**config.mk**
```make
export PLATFORM = sky130hd
export DESIGN_NAME = nco_hop_phase_offset
export DESIGN_NICKNAME = d
export VERILOG_FILES = /design/src/rtl/nco_hop_pkg.sv /design/src/rtl/nco_hop_phase_offset.sv /design/src/rtl/hop_table.sv
export VERILOG_INCLUDE_DIRS = /design/src /design/src/rtl
export SDC_FILE = /design/constraint.sdc
export NUM_CORES = 2
export LEC_CHECK = 0
export BUFFER_PORTS_ARGS = -buffer_cell sky130_fd_sc_hd__buf_2
export CAP_MARGIN = 20
export CORE_UTILIZATION = 30
export CTS_CLUSTER_DIAMETER = 60
export DETAILED_ROUTE_END_ITERATION = 10
export PLACE_DENSITY = 0.45
export SLEW_MARGIN = 20
export SYNTH_ARGS = -nofsm -noshare
export SYNTH_HDL_FRONTEND = slang
export SYNTH_HIERARCHICAL = 1
export SYNTH_SLANG_ARGS = --single-unit
```
**constraint.sdc**
```tcl
create_clock -name pclk -period 5.7 [get_ports pclk]
set_input_delay 1.14 -clock pclk [delete_from_list [all_inputs] [get_ports pclk]]
set_output_delay 1.14 -clock pclk [all_outputs]
set_load 0.01 [all_outputs]
```
**src/rtl/nco_hop_cfg.svh**
```systemverilog
// Register map and field constants for the hop phase offset block.
// Assumes inclusion by bare name from files under rtl/.
`ifndef NCO_HOP_CFG_SVH
`define NCO_HOP_CFG_SVH

// =====================================================================
// Word indices (byte address is four times the index)
`define HOP_IDX_CTRL       12'h000
`define HOP_IDX_SELECT     12'h001
`define HOP_IDX_PHASE_OUT_A 12'h002
`define HOP_IDX_PHASE_OUT_B 12'h003
`define HOP_IDX_FREQ_A     12'h400
`define HOP_IDX_FREQ_B     12'h440
`define HOP_IDX_PHASE_A    12'h480
`define HOP_IDX_PHASE_B    12'h4a0
// Index span of one table (16 entries)
`define HOP_FREQ_SPAN      12'h040
`define HOP_PHASE_SPAN     12'h020

// =====================================================================
// Field positions
`define HOP_CTRL_ENABLE_BIT  0
`define HOP_CTRL_CHGBLK_BIT  1
`define HOP_SEL_A_LSB        0
`define HOP_SEL_B_LSB        8

// =====================================================================
// Reset values
`define HOP_PHASE_RESET    16'h0000
`define HOP_FREQ_RESET     32'h0000_0000
`define HOP_CTRL_RESET     2'h0
`define HOP_SEL_RESET      4'h0
`define HOP_PHASE_LOW_ZERO 16'h0000

`endif

```
**src/rtl/nco_hop_pkg.sv**
```systemverilog
// Types shared by the hop phase offset block.
// Assumes nco_hop_cfg.svh provides the numeric constants.
package nco_hop_pkg;

   // =====================================================================
   // Register targets
   typedef enum logic [2:0] {
      TGT_NONE   = 3'h0,
      TGT_CTRL   = 3'h1,
      TGT_SELECT = 3'h2,
      TGT_OUT_A  = 3'h3,
      TGT_OUT_B  = 3'h4,
      TGT_TABLE  = 3'h5
   } reg_target_t;

   // Which of the four hop tables
   typedef enum logic [1:0] {
      TBL_FREQ_A  = 2'h0,
      TBL_FREQ_B  = 2'h1,
      TBL_PHASE_A = 2'h2,
      TBL_PHASE_B = 2'h3
   } table_id_t;

   // Decoded register address
   typedef struct packed {
      reg_target_t target;
      table_id_t tbl;
      logic [3:0] entry;
   } reg_sel_t;

   // Oscillator control bits
   typedef struct packed {
      logic change_block;
      logic enable;
   } osc_ctrl_t;

endpackage : nco_hop_pkg

```
**src/rtl/nco_hop_phase_offset.sv**
```systemverilog
// Hop phase offset and frequency tables with two oscillator channels.
// Assumes an APB master on pclk; the sample clock is pclk itself.
//
// The APB slave port was chosen for this implementation.
`timescale 1ns/1ps
`include "nco_hop_cfg.svh"

// Overview of operation
// - Selected phase word sits in top 16 of 32 bits, zeros below, then added.
// - Offset equals word times 2^-16 of a full cycle.
// - Offset is added after the accumulator; table writes need no oscillator reset.
// - Phase word is modular; signed and unsigned readings give the same phase.
// - Channel B phase table starts at index 4A0h, entry n at base plus 2n.
// - All sixteen phase entries of each channel reset to zero.
// - Channel A phase table starts at index 480h, step two, reset zero.
// - Each select also picks a 32-bit frequency word; step is word times 2^-32.
module nco_hop_phase_offset (
   // Clock and reset
   input wire logic pclk,
   input wire logic presetn,
   // APB slave
   input wire logic psel,
   input wire logic penable,
   input wire logic pwrite,
   input wire logic [31:0] paddr,
   input wire logic [31:0] pwdata,
   output logic [31:0] prdata,
   output logic pready,
   output logic pslverr,
   // Oscillator phase outputs
   output logic [31:0] phase_out_a,
   output logic [31:0] phase_out_b
);

   // =====================================================================
   // Address decode
   // Unmapped words, odd phase indices and misaligned freq indices miss
   function automatic nco_hop_pkg::reg_sel_t decode(input logic [31:0] addr);
      logic [11:0] idx;
      logic [11:0] off;
      nco_hop_pkg::reg_sel_t sel;
      idx = addr[13:2];
      off = 12'h000;
      sel.target = nco_hop_pkg::TGT_NONE;
      sel.tbl = nco_hop_pkg::TBL_FREQ_A;
      sel.entry = 4'h0;
      if (addr[31:14] == 18'h00000 && addr[1:0] == 2'h0) begin
         if (idx == `HOP_IDX_CTRL) begin
            sel.target = nco_hop_pkg::TGT_CTRL;
         end else if (idx == `HOP_IDX_SELECT) begin
            sel.target = nco_hop_pkg::TGT_SELECT;
         end else if (idx == `HOP_IDX_PHASE_OUT_A) begin
            sel.target = nco_hop_pkg::TGT_OUT_A;
         end else if (idx == `HOP_IDX_PHASE_OUT_B) begin
            sel.target = nco_hop_pkg::TGT_OUT_B;
         end else if (idx >= `HOP_IDX_FREQ_A && idx < `HOP_IDX_FREQ_A + `HOP_FREQ_SPAN) begin
            off = idx - `HOP_IDX_FREQ_A;
            sel.tbl = nco_hop_pkg::TBL_FREQ_A;
         end else if (idx >= `HOP_IDX_FREQ_B && idx < `HOP_IDX_FREQ_B + `HOP_FREQ_SPAN) begin
            off = idx - `HOP_IDX_FREQ_B;
            sel.tbl = nco_hop_pkg::TBL_FREQ_B;
         end else if (idx >= `HOP_IDX_PHASE_A && idx < `HOP_IDX_PHASE_A + `HOP_PHASE_SPAN) begin
            off = idx - `HOP_IDX_PHASE_A;
            sel.tbl = nco_hop_pkg::TBL_PHASE_A;
         end else if (idx >= `HOP_IDX_PHASE_B && idx < `HOP_IDX_PHASE_B + `HOP_PHASE_SPAN) begin
            off = idx - `HOP_IDX_PHASE_B;
            sel.tbl = nco_hop_pkg::TBL_PHASE_B;
         end
         // Frequency entries step by four indices, phase entries by two
         if (sel.target == nco_hop_pkg::TGT_NONE && off != 12'h000 || idx >= `HOP_IDX_FREQ_A) begin
            if (sel.tbl == nco_hop_pkg::TBL_FREQ_A || sel.tbl == nco_hop_pkg::TBL_FREQ_B) begin
               if (off[1:0] == 2'h0 && idx >= `HOP_IDX_FREQ_A && idx < `HOP_IDX_PHASE_A) begin
                  sel.target = nco_hop_pkg::TGT_TABLE;
                  sel.entry = off[5:2];
               end
            end else if (off[0] == 1'b0 && idx >= `HOP_IDX_PHASE_A
                         && idx < `HOP_IDX_PHASE_B + `HOP_PHASE_SPAN) begin
               sel.target = nco_hop_pkg::TGT_TABLE;
               sel.entry = off[4:1];
            end
         end
      end
      return sel;
   endfunction : decode

   // =====================================================================
   // Bus state
   nco_hop_pkg::reg_sel_t bus_sel;
   logic setup_phase;
   logic wr_commit;
   logic [31:0] prdata_q, prdata_d;
   logic pready_q, pready_d;
   logic pslverr_q, pslverr_d;
   nco_hop_pkg::osc_ctrl_t ctrl_q, ctrl_d;
   logic [3:0] sel_a_q, sel_a_d;
   logic [3:0] sel_b_q, sel_b_d;

   // Table ports
   logic [15:0] ph_a_rd, ph_b_rd, ph_a_hop, ph_b_hop;
   logic [31:0] fr_a_rd, fr_b_rd, fr_a_hop, fr_b_hop;
   logic wr_fa, wr_fb, wr_pa, wr_pb;

   // Oscillator state
   logic [15:0] phase_word_a_q, phase_word_a_d;
   logic [15:0] phase_word_b_q, phase_word_b_d;
   logic [31:0] freq_word_a_q, freq_word_a_d;
   logic [31:0] freq_word_b_q, freq_word_b_d;
   logic [31:0] acc_a_q, acc_a_d;
   logic [31:0] acc_b_q, acc_b_d;
   logic [31:0] out_a_q, out_a_d;
   logic [31:0] out_b_q, out_b_d;

   assign bus_sel = decode(paddr);
   assign setup_phase = psel && !penable;
   // A write lands only at the edge where the access phase sees pready
   assign wr_commit = psel && penable && pready_q && pwrite && !pslverr_q;
   assign wr_fa = wr_commit && bus_sel.target == nco_hop_pkg::TGT_TABLE && bus_sel.tbl == nco_hop_pkg::TBL_FREQ_A;
   assign wr_fb = wr_commit && bus_sel.target == nco_hop_pkg::TGT_TABLE && bus_sel.tbl == nco_hop_pkg::TBL_FREQ_B;
   assign wr_pa = wr_commit && bus_sel.target == nco_hop_pkg::TGT_TABLE && bus_sel.tbl == nco_hop_pkg::TBL_PHASE_A;
   assign wr_pb = wr_commit && bus_sel.target == nco_hop_pkg::TGT_TABLE && bus_sel.tbl == nco_hop_pkg::TBL_PHASE_B;

   // =====================================================================
   // Tables
   hop_table #(.WIDTH(32), .RESET_VALUE(`HOP_FREQ_RESET)) u_freq_a (
      .pclk(pclk), .presetn(presetn), .wr_en(wr_fa), .wr_entry(bus_sel.entry), .wr_data(pwdata),
      .rd_entry(bus_sel.entry), .rd_data(fr_a_rd), .hop_entry(sel_a_q), .hop_data(fr_a_hop)
   );
   hop_table #(.WIDTH(32), .RESET_VALUE(`HOP_FREQ_RESET)) u_freq_b (
      .pclk(pclk), .presetn(presetn), .wr_en(wr_fb), .wr_entry(bus_sel.entry), .wr_data(pwdata),
      .rd_entry(bus_sel.entry), .rd_data(fr_b_rd), .hop_entry(sel_b_q), .hop_data(fr_b_hop)
   );
   hop_table #(.WIDTH(16), .RESET_VALUE(`HOP_PHASE_RESET)) u_phase_a (
      .pclk(pclk), .presetn(presetn), .wr_en(wr_pa), .wr_entry(bus_sel.entry), .wr_data(pwdata[15:0]),
      .rd_entry(bus_sel.entry), .rd_data(ph_a_rd), .hop_entry(sel_a_q), .hop_data(ph_a_hop)
   );
   hop_table #(.WIDTH(16), .RESET_VALUE(`HOP_PHASE_RESET)) u_phase_b (
      .pclk(pclk), .presetn(presetn), .wr_en(wr_pb), .wr_entry(bus_sel.entry), .wr_data(pwdata[15:0]),
      .rd_entry(bus_sel.entry), .rd_data(ph_b_rd), .hop_entry(sel_b_q), .hop_data(ph_b_hop)
   );

   // =====================================================================
   // APB answer and control registers
   // Read data and pready are prepared in the setup cycle so every
   // access takes exactly one access cycle, at the cost of one flop stage
   always_comb begin
      prdata_d = prdata_q;
      pready_d = 1'b0;
      pslverr_d = 1'b0;
      ctrl_d = ctrl_q;
      sel_a_d = sel_a_q;
      sel_b_d = sel_b_q;
      if (setup_phase) begin
         pready_d = 1'b1;
         pslverr_d = (bus_sel.target == nco_hop_pkg::TGT_NONE);
         prdata_d = 32'h0000_0000;
         case (bus_sel.target)
            nco_hop_pkg::TGT_CTRL: prdata_d[`HOP_CTRL_CHGBLK_BIT:`HOP_CTRL_ENABLE_BIT] = ctrl_q;
            nco_hop_pkg::TGT_SELECT: begin
               prdata_d[`HOP_SEL_A_LSB +: 4] = sel_a_q;
               prdata_d[`HOP_SEL_B_LSB +: 4] = sel_b_q;
            end
            nco_hop_pkg::TGT_OUT_A: prdata_d = out_a_q;
            nco_hop_pkg::TGT_OUT_B: prdata_d = out_b_q;
            nco_hop_pkg::TGT_TABLE: begin
               case (bus_sel.tbl)
                  nco_hop_pkg::TBL_FREQ_A: prdata_d = fr_a_rd;
                  nco_hop_pkg::TBL_FREQ_B: prdata_d = fr_b_rd;
                  nco_hop_pkg::TBL_PHASE_A: prdata_d[15:0] = ph_a_rd;
                  default: prdata_d[15:0] = ph_b_rd;
               endcase
            end
            default: prdata_d = 32'h0000_0000;
         endcase
      end
      if (wr_commit && bus_sel.target == nco_hop_pkg::TGT_CTRL) begin
         ctrl_d = pwdata[`HOP_CTRL_CHGBLK_BIT:`HOP_CTRL_ENABLE_BIT];
      end
      if (wr_commit && bus_sel.target == nco_hop_pkg::TGT_SELECT) begin
         sel_a_d = pwdata[`HOP_SEL_A_LSB +: 4];
         sel_b_d = pwdata[`HOP_SEL_B_LSB +: 4];
      end
   end

   always_ff @(posedge pclk or negedge presetn) begin
      if (!presetn) begin
         prdata_q <= 32'h0000_0000;
         pready_q <= 1'b0;
         pslverr_q <= 1'b0;
         ctrl_q <= `HOP_CTRL_RESET;
         sel_a_q <= `HOP_SEL_RESET;
         sel_b_q <= `HOP_SEL_RESET;
      end else begin
         prdata_q <= prdata_d;
         pready_q <= pready_d;
         pslverr_q <= pslverr_d;
         ctrl_q <= ctrl_d;
         sel_a_q <= sel_a_d;
         sel_b_q <= sel_b_d;
      end
   end

   // =====================================================================
   // Oscillators
   // The applied words follow the current select each cycle, so a hop or a
   // table write shows one cycle later; change-block freezes them so that
   // software can rewrite tables safely while running
   always_comb begin
      phase_word_a_d = phase_word_a_q;
      phase_word_b_d = phase_word_b_q;
      freq_word_a_d = freq_word_a_q;
      freq_word_b_d = freq_word_b_q;
      if (!ctrl_q.change_block) begin
         phase_word_a_d = ph_a_hop;
         phase_word_b_d = ph_b_hop;
         freq_word_a_d = fr_a_hop;
         freq_word_b_d = fr_b_hop;
      end
      // Accumulator wraps at 2^32, one step of freq per sample
      acc_a_d = ctrl_q.enable ? acc_a_q + freq_word_a_q : 32'h0000_0000;
      acc_b_d = ctrl_q.enable ? acc_b_q + freq_word_b_q : 32'h0000_0000;
      // Late add: the offset never touches the accumulator
      // Modular 32-bit add makes signed and unsigned words equal
      // Word at the top, so one LSB is 2^-16 of a cycle
      out_a_d = acc_a_q + {phase_word_a_q, `HOP_PHASE_LOW_ZERO};
      out_b_d = acc_b_q + {phase_word_b_q, `HOP_PHASE_LOW_ZERO};
   end

   always_ff @(posedge pclk or negedge presetn) begin
      if (!presetn) begin
         phase_word_a_q <= `HOP_PHASE_RESET;
         phase_word_b_q <= `HOP_PHASE_RESET;
         freq_word_a_q <= `HOP_FREQ_RESET;
         freq_word_b_q <= `HOP_FREQ_RESET;
         acc_a_q <= 32'h0000_0000;
         acc_b_q <= 32'h0000_0000;
         out_a_q <= 32'h0000_0000;
         out_b_q <= 32'h0000_0000;
      end else begin
         phase_word_a_q <= phase_word_a_d;
         phase_word_b_q <= phase_word_b_d;
         freq_word_a_q <= freq_word_a_d;
         freq_word_b_q <= freq_word_b_d;
         acc_a_q <= acc_a_d;
         acc_b_q <= acc_b_d;
         out_a_q <= out_a_d;
         out_b_q <= out_b_d;
      end
   end

   // =====================================================================
   // Outputs, all from flops
   assign prdata = prdata_q;
   assign pready = pready_q;
   assign pslverr = pslverr_q;
   assign phase_out_a = out_a_q;
   assign phase_out_b = out_b_q;

endmodule : nco_hop_phase_offset

```
**src/rtl/hop_table.sv**
```systemverilog
// Sixteen-entry hop word table with one write port and two read ports.
// Assumes writes come from the bus slave on the same clock.
`timescale 1ns/1ps
module hop_table #(
   parameter int WIDTH = 16,
   parameter logic [WIDTH-1:0] RESET_VALUE = '0
) (
   // Clock and reset
   input wire logic pclk,
   input wire logic presetn,
   // Write port
   input wire logic wr_en,
   input wire logic [3:0] wr_entry,
   input wire logic [WIDTH-1:0] wr_data,
   // Bus read port
   input wire logic [3:0] rd_entry,
   output logic [WIDTH-1:0] rd_data,
   // Oscillator read port, indexed by the hop select
   input wire logic [3:0] hop_entry,
   output logic [WIDTH-1:0] hop_data
);

   // =====================================================================
   // Storage
   logic [WIDTH-1:0] mem_q [16];
   logic [WIDTH-1:0] mem_d [16];

   // Next contents: one entry replaced on a write
   always_comb begin
      mem_d = mem_q;
      if (wr_en) begin
         mem_d[wr_entry] = wr_data;
      end
   end

   // All entries clear on reset
   always_ff @(posedge pclk or negedge presetn) begin
      if (!presetn) begin
         for (int i = 0; i < 16; i++) begin
            mem_q[i] <= RESET_VALUE;
         end
      end else begin
         mem_q <= mem_d;
      end
   end

   // Read ports are plain muxes; the caller registers them
   assign rd_data = mem_q[rd_entry];
   assign hop_data = mem_q[hop_entry];

endmodule : hop_table

```
==> flow_summary.toml <==
[outcome]
status = "finished, violations left"
violations = "design-rule violations"

[critical_path]
r2r-start = "freq_word_a_q[0]"
arrival_ns = 6.31
crit_required_ns = 6.47
critPathLaunch = "paddr[8]"
cp-start-kind = "primary input"
path_max_fanout = 19
criticalPathCategory = "in2reg"
endpoint_kind = "flop"

[clocking]
clock_path_buffers = 4
cts_root_buf = "clkbuf_16"
clock_latency_ns = 0.90
cts_setup_buffers = 0
cts_hold_buf = 0
cts.sinks = 1804
cts_resized = 0
clk_pin_slew_ns = 0.06
cts_htree_levels = 4
cts_tree = "built"
cts_buffers = 220

[floorplan]
die_area_sq_um = 318000
initial_utilization_pct = 30.1
dieWidth_microns = 564
ios = 167
core-area_sq_um = 315000
fp.dieH_microns = 564
rows = 206

[routing]
drtIter0Drc = 4857
wirelength_microns = 347000
vias_per_cell = 5.54
vias = 61800
postRouteAntennaNets = 0
drc_errors = 3
post_drt_wl_per_cell_microns = 31.1
drtPass1Iterations = 11

[global_routing]
antenna_found_initial = 35
grt_pass1_wl_microns = 496000
grt_max_degree = 157
grt_usage_pct = 21.7
overflow = 0
first_global_vias = 64100

[yosys]
syn_inst = 6456
async_reset_ff_share_pct = 100
syn-num-nets = 6633
synth_seq_cells = 1804
synth_edf_count = 0
yosys_warnings = 6
synth_ff_type = "dfrtp_1"
syn-cell-area_sq_um = 94900
synth-seq-area-share_pct = 47.6
synth.avg_cell_area_sq_um = 14.7
synth_cell_types = 79

[power]
pwr-share-comb_pct = 2.4
ir_drop_mv = 0.217
p_per_area_nw_per_um2 = 249
p_int_uw = 21400
net-switching-power_uw = 6460
p_sw_share_pct = 23.2
clock_power_share_pct = 51.7
p_seq_share_pct = 45.9
leakagePower_uw = 0.0507

[sta]
drv_slew = 0
hold-worst-slack_ns = 0.170
max_slew_margin_pct = 22.6
fin_crit_sh_pct = 97.2
max_slew.worst_pin.slew_ns = 1.16
finClkSkew_ns = 0.0504
rsz0062_at_grt = "no"
fmax_mhz = 181
finalHoldViolations = 0
setup_viol = 0
period_minus_slack_ns = 5.54

[finish]
layout.cells.most_common = "dfrtp_1"
syn2layout_area_growth_pct = 18.2
fin_area_sq_um = 112000
final_cell_mix = "dfrtp_1, mux2_2, mux4_2"
finalNetCount = 6986
final_layout_size_suffix_gt1_share_pct = 50.9

[placement]
place_congestion = 0.855
placed_cell_area_sq_um = 105000
hpwl_microns = 234000
io_buffers = 166

[run]
timing.max_cap.violations = 0

[min_path]
hp-class = "in2async"
power groups by stage:
stage,clock [uW],sequential (uW),combinational (uW)
after floorplan,0,13000,125
after global placement,0,13000,669
after detailed placement,0,13000,677
after CTS,14800,12800,679
after global routing,15300,12800,734
final,14400,12800,658
cell usage after synthesis, drive strengths merged (26+ instances only):
cell type | instances | area share (%)
buf | 257 | 1.5
nand3 | 33 | 0.18
a21oi | 73 | 0.39
mux2 | 1644 | 20
o21ai | 97 | 0.52
clkbuf | 290 | 1.1
a22oi | 400 | 3.2
nand2b | 27 | 0.21
inv | 41 | 0.16
xnor2 | 40 | 0.37
a21o | 26 | 0.21
nor2 | 133 | 0.55
mux2i | 77 | 0.81
mux4 | 768 | 18
nor3 | 58 | 0.39
dfrtp | 1804 | 48
nand2 | 284 | 1.1
nor2b | 30 | 0.20
ha | 104 | 1.4
final timing paths:
kind,end,slack [ns],cells after the start
setup reg to reg,acc_a_q[24],1.89,11
hold reg to reg,phase_out_a[6],0.38,0
setup / recovery,prdata[2],0.16,22
hold / removal,u_phase_a/mem_q[44],0.17,1
min in group pclk,phase_out_a[6],0.38,0
max in group asynchronous,u_freq_a/mem_q[184],3.96,3
routing by layer:
metal	vias up	track usage [%]	wire length (microns)
li1	25700	-	-
met4	14	7.75	14500
met2	1757	34.3	160000
met1	33800	30.2	154000
met3	485	3.39	18100
met5	-	0	88
per-stage QoR:
stage / util [%] / setup TNS (ns) / instances / worst slack, ns / power, uW
3_3_place_gp: 33.3 / -23.52 / 10700 / -0.584 / 13700
6_report: 35.6 / 0 / 11200 / 0.162 / 27900
4_1_cts: 35.6 / 0 / 11100 / 0.337 / 28300
2_1_floorplan: - / 0 / 6456 / 0.0955 / 13200
3_5_place_dp: 33.3 / -22.55 / 10700 / -0.564 / 13700
5_1_grt: 35.6 / 0 / 11100 / 0.0117 / 28800
flip-flops by register name, summed over array words and instances, names as in the netlist, 256 cells and up:
| register | count |
|---|---|
| u_freq_a/mem_q | 512 |
| u_freq_b/mem_q | 512 |
| u_phase_a/mem_q | 256 |
| u_phase_b/mem_q | 256 |
area by class of cell:
class                      count  area, sq um
clock buffer                 319         6430
tap                         4160         5200
fill                       30100       203000
antenna                       19         47.5
inverter                      41          154
timing repair buffer         678         6850
clock inverter                76          903
multi-input combinational   4064        47400
sequential                  1804        45200
critical path, stage by stage:
cell,delay (ns)
buf_2,0.12
ha_1,0.23
or3_1,0.41
o21a_1,0.23
o21ai_2,0.17
nand2_1,0.10
nor3b_1,0.27
nor3_1,0.10
nor4_1,0.38
a21oi_1,0.19
a21oi_4,0.22
buf_12,0.21
buf_12,0.21
buf_4,0.14
mux4_2,0.48
a22oi_1,0.21
buf_4,0.15
nand2_1,0.16
mux2i_1,0.69
mux2i_1,0.16
a31oi_1,0.20
o21ai_0,0.08
logic make-up after synthesis:
group / share of synthesized area [%]
compound gates: 5.40
buf+inv: 2.81
simple gates: 3.50
fa+ha+maj: 1.46
mux: 38.6
flops: 47.6
xor+xnor: 0.600
Power figures use the tool's default switching activity.
